`config.mk`:
```
export PLATFORM = sky130hd
export DESIGN_NAME = multifunction_pin_decoder
export DESIGN_NICKNAME = d
export VERILOG_FILES = /design/src/rtl/pin_decoder_pkg.sv /design/src/rtl/multifunction_pin_decoder.sv
export SDC_FILE = /design/constraint.sdc
export NUM_CORES = 1
export LEC_CHECK = 0
export BUFFER_PORTS_ARGS = -buffer_cell sky130_fd_sc_hd__buf_2
export CORE_MARGIN = 2
export CORE_UTILIZATION = 45
export CTS_BUF_LIST = sky130_fd_sc_hd__clkbuf_8
export DETAILED_ROUTE_END_ITERATION = 10
export GPL_TIMING_DRIVEN = 1
export PLACE_DENSITY_LB_ADDON = 0.2
export SYNTH_ARGS = -nofsm -noshare
export SYNTH_HDL_FRONTEND = slang
export SYNTH_SLANG_ARGS = --single-unit
```
`constraint.sdc`:
```
create_clock -name ref_clk -period 14.2 [get_ports ref_clk]
set_input_delay 2.13 -clock ref_clk [delete_from_list [all_inputs] [get_ports ref_clk]]
set_output_delay 2.13 -clock ref_clk [all_outputs]
set_load 0.02 [all_outputs]
```
`src/rtl/pin_decoder_pkg.sv`:
```
// Constants and carrier types for the multifunction pin decoder
`default_nettype none
package pin_decoder_pkg;
   localparam int          NUM_PINS    = 4;
   localparam int          NUM_PROXY   = 15;
   localparam int          ADDR_W      = 16;
   // Proxied control registers: general ones first, then loop a, then loop b
   localparam logic [15:0] PROXY_ADDR [NUM_PROXY] = '{
      16'h0005, 16'h0a00, 16'h0a02, 16'h0a03, 16'h0a05,
      16'h0a20, 16'h0a21, 16'h0a22, 16'h0a23, 16'h0a24,
      16'h0a40, 16'h0a41, 16'h0a42, 16'h0a43, 16'h0a44};
   // Bits that act once and clear themselves
   localparam logic [7:0]  STROBE_MASK [NUM_PROXY] = '{
      8'h01, 8'h04, 8'h00, 8'h00, 8'h8f,
      8'h04, 8'h00, 8'h00, 8'h02, 8'h07,
      8'h04, 8'h00, 8'h00, 8'h02, 8'h07};
   localparam logic [3:0]  IDX_UPDATE    = 4'h0;
   localparam logic [3:0]  IDX_GLOBAL    = 4'h1;
   localparam logic [3:0]  IDX_VALID_TO  = 4'h2;
   localparam logic [3:0]  IDX_FAULT     = 4'h3;
   localparam logic [3:0]  IDX_CLEAR     = 4'h4;
   localparam logic [3:0]  IDX_LOOP_A    = 4'h5;
   localparam logic [3:0]  LOOP_B_STEP   = 4'h5;
   localparam logic [15:0] PIN_CODE_BASE = 16'h0c00;
   localparam logic [15:0] STATUS_ADDR   = 16'h0d10;
   localparam int          SYNC_B_BIT    = 4;
   localparam logic [7:0]  REG_RESET     = 8'h00;
   localparam logic [7:0]  CODE_RESET    = 8'h00;
   localparam int          DIR_BIT       = 7;
   localparam logic [7:0]  IN_RSVD_FIRST = 8'h5e;
   localparam logic [7:0]  OUT_FIRST     = 8'h80;
   localparam logic [7:0]  OUT_HIGH      = 8'h81;
   localparam logic [7:0]  OUT_DIV32     = 8'h82;
   localparam logic [7:0]  OUT_WATCHDOG  = 8'h83;
   localparam logic [7:0]  OUT_IRQ_ANY   = 8'h90;
   localparam logic [7:0]  OUT_IRQ_COM   = 8'h91;
   localparam logic [7:0]  OUT_IRQ_B     = 8'h93;
   localparam logic [7:0]  OUT_SYNC_B    = 8'hdc;
   localparam logic [7:0]  OUT_RSVD_FIRST = 8'hdd;
   localparam int          STATUS_W      = 93;
   localparam int          CLK_PERIOD_NS = 5;
   localparam int          WD_STROBE_NS  = 40;
   localparam int          WD_CYCLES_INT = WD_STROBE_NS / CLK_PERIOD_NS;
   localparam logic [3:0]  WD_CYCLES     = 4'(WD_CYCLES_INT < 1 ? 1 : WD_CYCLES_INT);
   localparam int          DIV_W         = 5;

   typedef struct packed {
      logic [ADDR_W-1:0] addr;
      logic [7:0]        wdata;
      logic              wr;
      logic              rd;
   } bus_req_type;

   // Status bits indexed by output code minus 0x80
   typedef struct packed {
      logic [STATUS_W-1:0] bits;
      logic                wd_expire;
   } status_type;

   typedef struct packed {
      logic       hit;
      logic [3:0] idx;
      logic [7:0] mask;
   } map_type;

   typedef logic [NUM_PROXY-1:0][7:0] ctrl_type;
endpackage
`default_nettype wire

```
`src/rtl/multifunction_pin_decoder.sv`:
```
// Multifunction pin decoder: per-pin function codes, control proxies and status routing
// Functional notes
// - Direction bit clear makes pin an input; 0x00 and 0x5E-0x7F do nothing.
// - Direction bit set drives a status signal; 0xDD-0xFF drive nothing.
// - Code 0xDC drives loop b distribution sync pulse, also status 0x0D10 bit 4.
// - Code 0x01 pin acts as register update strobe, register 0x0005 bit 0.
// - Code 0x02 full power-down, 0x04 divider sync, register 0x0A00 bits 0 and 2.
// - Code 0x03 clears watchdog, register 0x0A05 bit 7.
// - Codes 0x10-0x13 clear all, common, loop a, loop b interrupts; 0x0A05 bits 0-3.
// - Codes 0x20-0x23 force reference fault, 0x28-0x2B force validation timeout.
// - Codes 0x40-0x42 loop a power-down, user free-run, user holdover.
// - Code 0x43 resets loop a tuning-word history.
// - Codes 0x44-0x46 step up, step down, reset loop a phase offset.
// - Code 0x48 syncs loop a distribution outputs.
// - Codes 0x49-0x4B disable both, first or second loop a driver.
// - Codes 0x4C, 0x4D give loop a manual reference select bits 0 and 1.
// - Codes 0x50-0x56 give loop b the loop a controls.
// - Code 0x58 syncs loop b outputs; 0x59-0x5B disable its drivers.
// - Codes 0x5C, 0x5D give loop b manual reference select bits.
// - Code 0x83 drives 40 ns watchdog expiry strobe.
// - Code 0x90 drives OR of the three interrupt requests.
`default_nettype none
module multifunction_pin_decoder
   import pin_decoder_pkg::*;
(
   input  wire logic                ref_clk,
   input  wire logic                rst,
   input  wire bus_req_type         bus,
   output logic [7:0]               rdata,
   input  wire status_type          status,
   input  wire logic [NUM_PINS-1:0] pin_in,
   output logic [NUM_PINS-1:0]      pin_out,
   output logic [NUM_PINS-1:0]      pin_oe,
   output ctrl_type                 ctrl
);

   typedef struct packed {
      logic [NUM_PROXY-1:0][7:0] regs;
      logic [NUM_PINS-1:0][7:0]  code;
      logic [NUM_PINS-1:0]       pin_prev;
      logic [NUM_PINS-1:0]       pin_out;
      logic [NUM_PINS-1:0]       pin_oe;
      ctrl_type                  ctrl;
      logic [3:0]                wd_cnt;
      logic [DIV_W-1:0]          div_cnt;
      logic [7:0]                rdata;
   } state_type;

   state_type st;
   state_type next_st;

   // Input code to proxied register and bit mask
   function automatic map_type input_map(input logic [7:0] code);
      map_type m;
      m = '{hit: 1'b0, idx: 4'h0, mask: 8'h00};
      if (!code[DIR_BIT] && code < IN_RSVD_FIRST) begin
         case (code[7:4])
            4'h0: begin
               case (code[3:0])
                  4'h1: m = '{hit: 1'b1, idx: IDX_UPDATE, mask: 8'h01};
                  4'h2: m = '{hit: 1'b1, idx: IDX_GLOBAL, mask: 8'h01};
                  4'h3: m = '{hit: 1'b1, idx: IDX_CLEAR, mask: 8'h80};
                  4'h4: m = '{hit: 1'b1, idx: IDX_GLOBAL, mask: 8'h04};
                  default: m.hit = 1'b0;
               endcase
            end
            4'h1: begin
               if (code[3:2] == 2'b00) begin
                  m = '{hit: 1'b1, idx: IDX_CLEAR, mask: 8'(8'h01 << code[1:0])};
               end
            end
            4'h2: begin
               if (code[2] == 1'b0) begin
                  m.hit  = 1'b1;
                  m.idx  = code[3] ? IDX_VALID_TO : IDX_FAULT;
                  m.mask = 8'(8'h01 << code[1:0]);
               end
            end
            4'h4, 4'h5: begin
               m.hit = 1'b1;
               m.idx = IDX_LOOP_A;
               case (code[3:0])
                  4'h0: m.mask = 8'h01;
                  4'h1: begin
                     m.idx  = IDX_LOOP_A + 4'h2;
                     m.mask = 8'h01;
                  end
                  4'h2: begin
                     m.idx  = IDX_LOOP_A + 4'h2;
                     m.mask = 8'h02;
                  end
                  4'h3: begin
                     m.idx  = IDX_LOOP_A + 4'h3;
                     m.mask = 8'h02;
                  end
                  4'h4, 4'h5, 4'h6: begin
                     m.idx  = IDX_LOOP_A + 4'h4;
                     m.mask = 8'(8'h01 << (code[1:0]));
                  end
                  4'h8: m.mask = 8'h04;
                  4'h9: begin
                     m.idx  = IDX_LOOP_A + 4'h1;
                     m.mask = 8'h0c;
                  end
                  4'ha, 4'hb: begin
                     m.idx  = IDX_LOOP_A + 4'h1;
                     m.mask = code[0] ? 8'h08 : 8'h04;
                  end
                  4'hc, 4'hd: begin
                     m.idx  = IDX_LOOP_A + 4'h2;
                     m.mask = code[0] ? 8'h40 : 8'h20;
                  end
                  default: m.hit = 1'b0;
               endcase
               if (code[4]) begin
                  m.idx = m.idx + LOOP_B_STEP;
               end
            end
            default: m.hit = 1'b0;
         endcase
      end
      return m;
   endfunction

   ctrl_type contrib;
   map_type  pin_map;
   logic     pin_edge;

   always_comb begin
      next_st  = st;
      contrib  = '0;
      pin_map  = '{hit: 1'b0, idx: 4'h0, mask: 8'h00};
      pin_edge = 1'b0;
      next_st.rdata = 8'h00;
      // Strobe bits last one cycle
      for (int i = 0; i < NUM_PROXY; i++) begin
         next_st.regs[i] = st.regs[i] & ~STROBE_MASK[i];
      end
      for (int i = 0; i < NUM_PROXY; i++) begin
         if (bus.wr && bus.addr == PROXY_ADDR[i]) begin
            next_st.regs[i] = bus.wdata;
         end
         if (bus.rd && bus.addr == PROXY_ADDR[i]) begin
            next_st.rdata = st.regs[i];
         end
      end
      for (int p = 0; p < NUM_PINS; p++) begin
         if (bus.wr && bus.addr == PIN_CODE_BASE + 16'(p)) begin
            next_st.code[p] = bus.wdata;
         end
         if (bus.rd && bus.addr == PIN_CODE_BASE + 16'(p)) begin
            next_st.rdata = st.code[p];
         end
      end
      if (bus.rd && bus.addr == STATUS_ADDR) begin
         next_st.rdata[SYNC_B_BIT] = status.bits[OUT_SYNC_B[6:0]];
      end
      // Pins acting as control inputs
      for (int p = 0; p < NUM_PINS; p++) begin
         pin_map  = input_map(st.code[p]);
         pin_edge = pin_in[p] & ~st.pin_prev[p];
         if (pin_map.hit) begin
            contrib[pin_map.idx] = contrib[pin_map.idx]
               | (pin_map.mask & STROBE_MASK[pin_map.idx] & {8{pin_edge}})
               | (pin_map.mask & ~STROBE_MASK[pin_map.idx] & {8{pin_in[p]}});
         end
      end
      for (int i = 0; i < NUM_PROXY; i++) begin
         next_st.ctrl[i] = st.regs[i] | contrib[i];
      end
      next_st.pin_prev = pin_in;
      next_st.div_cnt  = st.div_cnt + 5'h01;
      if (status.wd_expire) begin
         next_st.wd_cnt = WD_CYCLES;
      end else if (st.wd_cnt != 4'h0) begin
         next_st.wd_cnt = st.wd_cnt - 4'h1;
      end
      // Pins acting as status outputs
      for (int p = 0; p < NUM_PINS; p++) begin
         next_st.pin_oe[p]  = st.code[p][DIR_BIT] && st.code[p] < OUT_RSVD_FIRST;
         next_st.pin_out[p] = 1'b0;
         if (next_st.pin_oe[p]) begin
            case (st.code[p])
               OUT_FIRST:    next_st.pin_out[p] = 1'b0;
               OUT_HIGH:     next_st.pin_out[p] = 1'b1;
               OUT_DIV32:    next_st.pin_out[p] = st.div_cnt[DIV_W-1];
               OUT_WATCHDOG: next_st.pin_out[p] = st.wd_cnt != 4'h0;
               OUT_IRQ_ANY:  next_st.pin_out[p] = |status.bits[OUT_IRQ_B[6:0]:OUT_IRQ_COM[6:0]];
               default:      next_st.pin_out[p] = status.bits[st.code[p][6:0]];
            endcase
         end
      end
   end

   always_ff @(posedge ref_clk or posedge rst) begin
      if (rst) begin
         st.regs     <= {NUM_PROXY{REG_RESET}};
         st.code     <= {NUM_PINS{CODE_RESET}};
         st.pin_prev <= '0;
         st.pin_out  <= '0;
         st.pin_oe   <= '0;
         st.ctrl     <= '0;
         st.wd_cnt   <= 4'h0;
         st.div_cnt  <= '0;
         st.rdata    <= 8'h00;
      end else begin
         st <= next_st;
      end
   end

   assign rdata   = st.rdata;
   assign pin_out = st.pin_out;
   assign pin_oe  = st.pin_oe;
   assign ctrl    = st.ctrl;

   // Checks on pin 0 and on the watchdog counter, proxy registers and status read
   logic [7:0] code0;
   assign code0 = st.code[0];
   logic       rise0;
   assign rise0 = pin_in[0] & ~st.pin_prev[0];

   chk_input_no_drive: assert property (@(posedge ref_clk) disable iff (rst)
      !code0[DIR_BIT] |=> !pin_oe[0])
      else $error("input code drives pin");
   chk_output_drive: assert property (@(posedge ref_clk) disable iff (rst)
      (code0 >= OUT_FIRST && code0 < OUT_RSVD_FIRST) |=> pin_oe[0])
      else $error("output code not driving pin");
   chk_reserved_out: assert property (@(posedge ref_clk) disable iff (rst)
      (code0 >= OUT_RSVD_FIRST) |=> (!pin_oe[0] && !pin_out[0]))
      else $error("reserved output code active");
   chk_sync_b_route: assert property (@(posedge ref_clk) disable iff (rst)
      (code0 == OUT_SYNC_B) |=> pin_out[0] == $past(status.bits[OUT_SYNC_B[6:0]]))
      else $error("sync pulse not routed");
   chk_update_edge: assert property (@(posedge ref_clk) disable iff (rst)
      (code0 == 8'h01 && pin_in[0] && !st.pin_prev[0]) |=> ctrl[IDX_UPDATE][0])
      else $error("update strobe missing");
   chk_power_level: assert property (@(posedge ref_clk) disable iff (rst)
      (code0 == 8'h02 && pin_in[0]) |=> ctrl[IDX_GLOBAL][0])
      else $error("power-down level missing");
   chk_fault_force: assert property (@(posedge ref_clk) disable iff (rst)
      (code0 == 8'h21 && pin_in[0]) |=> ctrl[IDX_FAULT][1])
      else $error("forced fault missing");
   chk_loop_b_holdover: assert property (@(posedge ref_clk) disable iff (rst)
      (code0 == 8'h52 && pin_in[0]) |=> ctrl[IDX_LOOP_A + LOOP_B_STEP + 4'h2][1])
      else $error("loop b holdover missing");
   chk_wd_strobe_len: assert property (@(posedge ref_clk) disable iff (rst)
      (status.wd_expire ##1 (!status.wd_expire)[*8]) |=> st.wd_cnt == 4'h0)
      else $error("watchdog strobe too long");
   chk_irq_or: assert property (@(posedge ref_clk) disable iff (rst)
      (code0 == OUT_IRQ_ANY) |=> pin_out[0] == $past(|status.bits[19:17]))
      else $error("interrupt OR wrong");
   chk_strobe_clear: assert property (@(posedge ref_clk) disable iff (rst)
      (bus.wr && bus.addr == PROXY_ADDR[4]) |=> st.regs[4] == $past(bus.wdata)
      ##1 ($past(bus.wr && bus.addr == PROXY_ADDR[4])
           || (st.regs[4] & STROBE_MASK[4]) == 8'h00))
      else $error("clear bits did not self-clear");

   chk_wd_clear_pin: assert property (@(posedge ref_clk) disable iff (rst)
      (code0 == 8'h03 && rise0) |=> ctrl[IDX_CLEAR][7])
      else $error("watchdog clear strobe missing");
   chk_div_sync_pin: assert property (@(posedge ref_clk) disable iff (rst)
      (code0 == 8'h04 && rise0) |=> ctrl[IDX_GLOBAL][2])
      else $error("divider sync strobe missing");
   chk_irq_clear_all: assert property (@(posedge ref_clk) disable iff (rst)
      (code0 == 8'h10 && rise0) |=> ctrl[IDX_CLEAR][0])
      else $error("clear all strobe missing");
   chk_irq_clear_a: assert property (@(posedge ref_clk) disable iff (rst)
      (code0 == 8'h12 && rise0) |=> ctrl[IDX_CLEAR][2])
      else $error("loop a clear strobe missing");
   chk_irq_clear_b: assert property (@(posedge ref_clk) disable iff (rst)
      (code0 == 8'h13 && rise0) |=> ctrl[IDX_CLEAR][3])
      else $error("loop b clear strobe missing");
   chk_fault_first: assert property (@(posedge ref_clk) disable iff (rst)
      (code0 == 8'h20 && pin_in[0]) |=> ctrl[IDX_FAULT][0])
      else $error("first forced fault missing");
   chk_valid_timeout: assert property (@(posedge ref_clk) disable iff (rst)
      (code0 == 8'h2b && pin_in[0]) |=> ctrl[IDX_VALID_TO][3])
      else $error("forced validation timeout missing");
   chk_loop_a_power: assert property (@(posedge ref_clk) disable iff (rst)
      (code0 == 8'h40 && pin_in[0]) |=> ctrl[IDX_LOOP_A][0])
      else $error("loop a power-down missing");
   chk_loop_a_freerun: assert property (@(posedge ref_clk) disable iff (rst)
      (code0 == 8'h41 && pin_in[0]) |=> ctrl[IDX_LOOP_A + 4'h2][0])
      else $error("loop a free-run missing");
   chk_history_reset: assert property (@(posedge ref_clk) disable iff (rst)
      (code0 == 8'h43 && rise0) |=> ctrl[IDX_LOOP_A + 4'h3][1])
      else $error("loop a history reset missing");
   chk_phase_step: assert property (@(posedge ref_clk) disable iff (rst)
      (code0 == 8'h45 && rise0) |=> ctrl[IDX_LOOP_A + 4'h4][1])
      else $error("loop a phase step down missing");
   chk_loop_a_sync: assert property (@(posedge ref_clk) disable iff (rst)
      (code0 == 8'h48 && rise0) |=> ctrl[IDX_LOOP_A][2])
      else $error("loop a output sync missing");
   chk_driver_both: assert property (@(posedge ref_clk) disable iff (rst)
      (code0 == 8'h49 && pin_in[0]) |=> ctrl[IDX_LOOP_A + 4'h1][3:2] == 2'b11)
      else $error("loop a driver disable missing");
   chk_driver_second: assert property (@(posedge ref_clk) disable iff (rst)
      (code0 == 8'h4b && pin_in[0]) |=> ctrl[IDX_LOOP_A + 4'h1][3])
      else $error("loop a second driver disable missing");
   chk_ref_select_a: assert property (@(posedge ref_clk) disable iff (rst)
      (code0 == 8'h4d && pin_in[0]) |=> ctrl[IDX_LOOP_A + 4'h2][6])
      else $error("loop a reference select missing");
   chk_loop_b_power: assert property (@(posedge ref_clk) disable iff (rst)
      (code0 == 8'h50 && pin_in[0]) |=> ctrl[IDX_LOOP_A + LOOP_B_STEP][0])
      else $error("loop b power-down missing");
   chk_loop_b_phase: assert property (@(posedge ref_clk) disable iff (rst)
      (code0 == 8'h56 && rise0) |=> ctrl[IDX_LOOP_A + LOOP_B_STEP + 4'h4][2])
      else $error("loop b phase reset missing");
   chk_loop_b_sync: assert property (@(posedge ref_clk) disable iff (rst)
      (code0 == 8'h58 && rise0) |=> ctrl[IDX_LOOP_A + LOOP_B_STEP][2])
      else $error("loop b output sync missing");
   chk_loop_b_driver: assert property (@(posedge ref_clk) disable iff (rst)
      (code0 == 8'h5a && pin_in[0]) |=> ctrl[IDX_LOOP_A + LOOP_B_STEP + 4'h1][2])
      else $error("loop b driver disable missing");
   chk_ref_select_b: assert property (@(posedge ref_clk) disable iff (rst)
      (code0 == 8'h5c && pin_in[0]) |=> ctrl[IDX_LOOP_A + LOOP_B_STEP + 4'h2][5])
      else $error("loop b reference select missing");
   chk_reg_or_pin: assert property (@(posedge ref_clk) disable iff (rst)
      st.regs[IDX_LOOP_A + 4'h2][0] |=> ctrl[IDX_LOOP_A + 4'h2][0])
      else $error("register bit lost in control");
   chk_reserved_in: assert property (@(posedge ref_clk) disable iff (rst)
      ((code0 == 8'h00 || (!code0[DIR_BIT] && code0 >= IN_RSVD_FIRST))
       && st.code[3:1] == '0) |=> ctrl == $past(st.regs))
      else $error("reserved input code changed a control");
   chk_out_static_low: assert property (@(posedge ref_clk) disable iff (rst)
      (code0 == OUT_FIRST) |=> !pin_out[0])
      else $error("static low output wrong");
   chk_out_static_high: assert property (@(posedge ref_clk) disable iff (rst)
      (code0 == OUT_HIGH) |=> pin_out[0])
      else $error("static high output wrong");
   chk_status_read: assert property (@(posedge ref_clk) disable iff (rst)
      (bus.rd && bus.addr == STATUS_ADDR) |=> rdata == {3'b000, $past(status.bits[OUT_SYNC_B[6:0]]), 4'h0})
      else $error("sync status read wrong");
   chk_wd_start: assert property (@(posedge ref_clk) disable iff (rst)
      status.wd_expire |=> st.wd_cnt == WD_CYCLES)
      else $error("watchdog strobe not started");
   chk_wd_pin: assert property (@(posedge ref_clk) disable iff (rst)
      (code0 == OUT_WATCHDOG && st.wd_cnt != 4'h0) |=> pin_out[0])
      else $error("watchdog strobe not on pin");

   cov_output_mode: cover property (@(posedge ref_clk) disable iff (rst) pin_oe[0] && pin_out[0]);
   cov_pin_clear: cover property (@(posedge ref_clk) disable iff (rst)
      code0 == 8'h10 && pin_in[0] && !st.pin_prev[0]);
   cov_wd_strobe: cover property (@(posedge ref_clk) disable iff (rst)
      code0 == OUT_WATCHDOG && status.wd_expire);
   cov_strobe_write: cover property (@(posedge ref_clk) disable iff (rst) bus.wr && bus.addr == PROXY_ADDR[4]);
   cov_reserved_in: cover property (@(posedge ref_clk) disable iff (rst) code0 == IN_RSVD_FIRST && pin_in[0]);

endmodule
`default_nettype wire

```
==> Implementation_results.wiki <==
{| class="wikitable"
! Metric !! Value
|-
| Post-route clock period utilization || 54.5%
|-
| Number of buffers inserted by hold repair at cts || 0
|-
| Number of warnings reported in the yosys synthesis log || 0
|-
| Clock transition at path regs || 60 ps
|-
| Wirelength, routed || 109000 um
|-
| Count of endpoints failing setup in the final report || 0
|-
| Worst slew margin relative to its limit || 15.5%
|-
| Pint || 1.36 mW
|-
| Leading cell types by total area after synthesis || dfrtp_1, mux4_2, mux2_2, nor2_1, buf_4
|-
| Setup repair after global routing missed its margin || false
|-
| Source-to-sink clock delay at the later pin of the worst-skew pair || 680 ps
|-
| Min-delay worst type || register to register
|-
| Highest clock rate || 0.129 GHz
|-
| Reg power frac || 47.8%
|-
| Max_cap viols || 0
|-
| Placed Instances || 3345
|-
| Largest family of logic cells by synthesized area || compound AO/OA/AOI/OAI gates
|-
| Top fanout value on the critical path || 47
|-
| Sequential share of the synthesized area || 31.0%
|-
| Arrival time at the worst endpoint || 8280 ps
|-
| Clock network power share || 45.6%
|-
| Inserted Clock Buffers || 51
|-
| Reg-to-reg critical path endpoint || ctrl[67]$_DFF_PP0_
|-
| Static power due to leakage || 11.1 nW
|-
| Vias || 24.0k
|-
| Vias in the first global route || 22.9k
|-
| Number of setup buffers added after CTS || 0
|-
| Horizontal extent of the die || 236 um
|-
| Cell Rows || 85
|-
| Area of the core || 0.0536 mm^2
|-
| Starting utilization of the core area || 45.3%
|-
| Syn_area_per_cell || 9.00 um^2
|-
| Post-Syn Nets || 2844
|-
| Most frequently used flop master after synthesis || dfrtp_1
|-
| Overflow after GRT || 0
|-
| Complex-gate fraction of the synthesized area || 21.4%
|-
| Sink count of the clock tree || 301
|-
| Worst hold slack across all endpoints || 402 ps
|-
| Post-layout nets || 2851
|-
| Netlist area before placement || 0.0243 mm^2
|-
| Portion of netlist area occupied by mux cells || 17.7%
|-
| CP endpoint || ctrl[67]$_DFF_PP0_
|-
| Worst reg2reg startpoint || code0[1]$_DFFE_PP0P_
|-
| Post-CTS resize count || 0
|-
| Routed wire per std cell || 31.6 um
|-
| Maximum number of pins on one net before global-route repair || 170
|-
| Run status || complete, no violations
|-
| Root Driver || clkbuf_8
|-
| Least-Margin Pin Slew || 1260 ps
|-
| Type of origin of the critical path || register
|-
| Net switching power figure || 463 uW
|-
| Share of cells above drive strength 1 || 25.4%
|-
| Fin Clk Skew || 60.2 ps
|-
| Number of input and output port buffers inserted || 261
|-
| Die outline height || 236 um
|-
| Arithmetic-cell share of the synthesized area counting full adders, half adders and majority gates || 1.31%
|-
| Longest Clk Path Bufs || 3
|-
| Core occupancy in the finished layout || 48.5%
|-
| Number of standard cells in the final layout excluding fillers || 3440
|-
| Pwr dens || 70.0 mW/mm^2
|-
| Filler Cell Count || 5154
|-
| Number of violations reported at the end of detailed-routing iteration 0 || 3417
|-
| Combinational power share || 6.6%
|-
| Instance count of the mapped netlist || 2695
|-
| Fraction of synthesis flops using an asynchronous set or reset pin || 100%
|-
| Area after detailed placement || 0.0249 mm^2
|-
| Post-synthesis xor/xnor area fraction || 0.217%
|-
| Simple-gate share of the synthesized area || 19.6%
|-
| Initial antenna violation count || 5
|-
| Setup TNS after final layout || 0 ps
|-
| Die area || 0.0558 mm^2
|-
| Reg-to-reg slack, setup || 6460 ps
|-
| Via density || 6.99
|-
| Final HPWL DP || 82400 um
|-
| Number of levels in the clock H-tree || 2
|-
| Clock tree from TritonCTS || yes
|-
| First-pass GRT wire length || 158000 um
|-
| Sw Ratio || 25.4%
|-
| Max-slew violations || 0
|-
| Antenna Violating Nets Remaining || 0
|-
| Final Instance Area || 0.0260 mm^2
|-
| Type of the worst setup path || register to register
|-
| Synth Register Bits || 301
|-
| Count of cell types in the netlist || 112
|-
| Remaining DRCs || 0
|-
| Post-synth EDFFs || 0
|-
| Data required time at the worst endpoint || 14740 ps
|-
| Cell type contributing the most total cell area after synthesis || dfrtp_1
|-
| Fraction of post-synthesis cell area in the top cell type by area || 31.0%
|-
| Start point of the critical path || code0[1]$_DFFE_PP0P_
|-
| Weighted congestion reported at the end of routability-driven placement || 0.980
|-
| Area added between synthesis and finish || 7.17%
|-
| GR Util All Layers || 38.2%
|-
| Hold violation count in the final report || 0
|-
| IR Drop Worst-Case VDD || 0.0000774 V
|-
| 1st-pass router iterations || 7
|-
| I/O pin cnt || 262
|-
| Min cycle time layout || 7740 ps
|-
| Crit end category || register
|-
| Worst Reg2Reg Path Length in Cells || 19
|}
## metrics by stage
stage | setup slack, ps | power [mW]
2_1_floorplan | 3750 | 0.951
3_3_place_gp | 6810 | 0.999
3_5_place_dp | 6790 | 1.00
4_1_cts | 6700 | 1.83
5_1_grt | 6220 | 1.88
6_report | 6460 | 1.82
## layout make-up
| type | instances | area (um^2) | share of cell area (%) |
|---|---|---|---|
| timing repair buffer | 302 | 1630 | 6.26 |
| clock buffer | 63 | 867 | 3.33 |
| antenna | 2 | 5.00 | 0.0192 |
| tap | 696 | 871 | 3.35 |
| inverter | 52 | 203 | 0.779 |
| sequential | 301 | 7540 | 29.0 |
| clock inverter | 30 | 225 | 0.866 |
| multi-input combinational | 1994 | 14700 | 56.4 |
## per-layer routing
layer / vias to the layer above / track usage, % / part of all wire (%)
met5: - / 0 / 0.024
met4: 4 / 16.5 / 4.8
met3: 270 / 7.50 / 9.7
met2: 1587 / 58.5 / 45
met1: 11999 / 52.9 / 41
li1: 10177 / - / -
## cells by family after synthesis
logic type      count (synthesis)
mux                           267
buf+inv                       400
xor+xnor                        6
flops                         301
compound gates                740
simple gates                  955
fa+ha+maj                      26
## Yosys cell counts, types with 22 or more instances
| master | number |
|---|---|
| nand3_1 | 77 |
| o21ai_0 | 113 |
| buf_1 | 32 |
| a31oi_1 | 43 |
| o22ai_1 | 47 |
| o221ai_1 | 26 |
| ha_1 | 23 |
| a211oi_1 | 32 |
| buf_2 | 44 |
| clkbuf_1 | 129 |
| mux4_2 | 117 |
| and2_1 | 47 |
| buf_4 | 142 |
| dfrtp_1 | 301 |
| nor2b_1 | 22 |
| nor3_1 | 64 |
| inv_1 | 47 |
| o21ai_1 | 28 |
| nand4_1 | 32 |
| nand2_1 | 227 |
| a22oi_1 | 34 |
| a21oi_1 | 138 |
| nor4_1 | 35 |
| or3_1 | 25 |
| nor2_1 | 290 |
| o211ai_1 | 33 |
| and3_1 | 28 |
| mux2_2 | 130 |
## worst max-delay path, stage by stage, from the launching register on
cell	delay, ps
dfrtp_1	360
buf_4	310
nor2_1	560
a21oi_1	140
a32oi_1	510
or2_2	260
ha_1	540
inv_1	220
nor3_1	510
a211o_1	300
nand3_2	190
o211ai_1	980
a41oi_1	380
o311ai_2	660
nor2_1	180
a31oi_1	440
a2111o_1	230
and4_1	420
nor4_1	90
a311oi_1	280
## power groups by stage
| stage | sequential [mW] | combinational (mW) | clock, mW |
|---|---|---|---|
| after floorplan | 0.883 | 0.0672 | 0 |
| after global placement | 0.884 | 0.115 | 0 |
| after detailed placement | 0.884 | 0.119 | 0 |
| after CTS | 0.869 | 0.120 | 0.842 |
| after global routing | 0.869 | 0.130 | 0.880 |
| final | 0.869 | 0.120 | 0.830 |
## worst min path at each step
stage               slack [ps]                 end  cells after the start           startpoint
floorplan                  370  ctrl[28]$_DFF_PP0_                      0  st[209]$_DFFE_PP0P_
global placement           380  ctrl[44]$_DFF_PP0_                      0  st[225]$_DFFE_PP0P_
detailed placement         390  ctrl[22]$_DFF_PP0_                      0  st[203]$_DFFE_PP0P_
CTS                        400  ctrl[12]$_DFF_PP0_                      0  st[193]$_DFFE_PP0P_
global route               410  ctrl[12]$_DFF_PP0_                      0  st[193]$_DFFE_PP0P_
finish                     400  ctrl[60]$_DFF_PP0_                      0  st[241]$_DFFE_PP0P_
## cells in the final DEF (no fill, tap or decap), types with 43 or more instances in the layout
| cell | n |
|---|---|
| dfrtp_1 | 295 |
| nor2_1 | 290 |
| buf_2 | 261 |
| nand2_1 | 227 |
| a21oi_1 | 138 |
| mux2_2 | 130 |
| mux4_2 | 117 |
| o21ai_0 | 113 |
| nand3_1 | 77 |
| nor3_1 | 64 |
| clkbuf_8 | 63 |
| inv_1 | 60 |
| and2_1 | 47 |
| o22ai_1 | 47 |
| a31oi_1 | 43 |
## flip-flops by register name, summed over array words and instances, names as in the netlist
| name | count |
|---|---|
| st | 157 |
| ctrl | 120 |
| code0 | 8 |
| rdata | 8 |
| pin_oe | 4 |
| pin_out | 4 |
(Power assumes the default switching activity.)
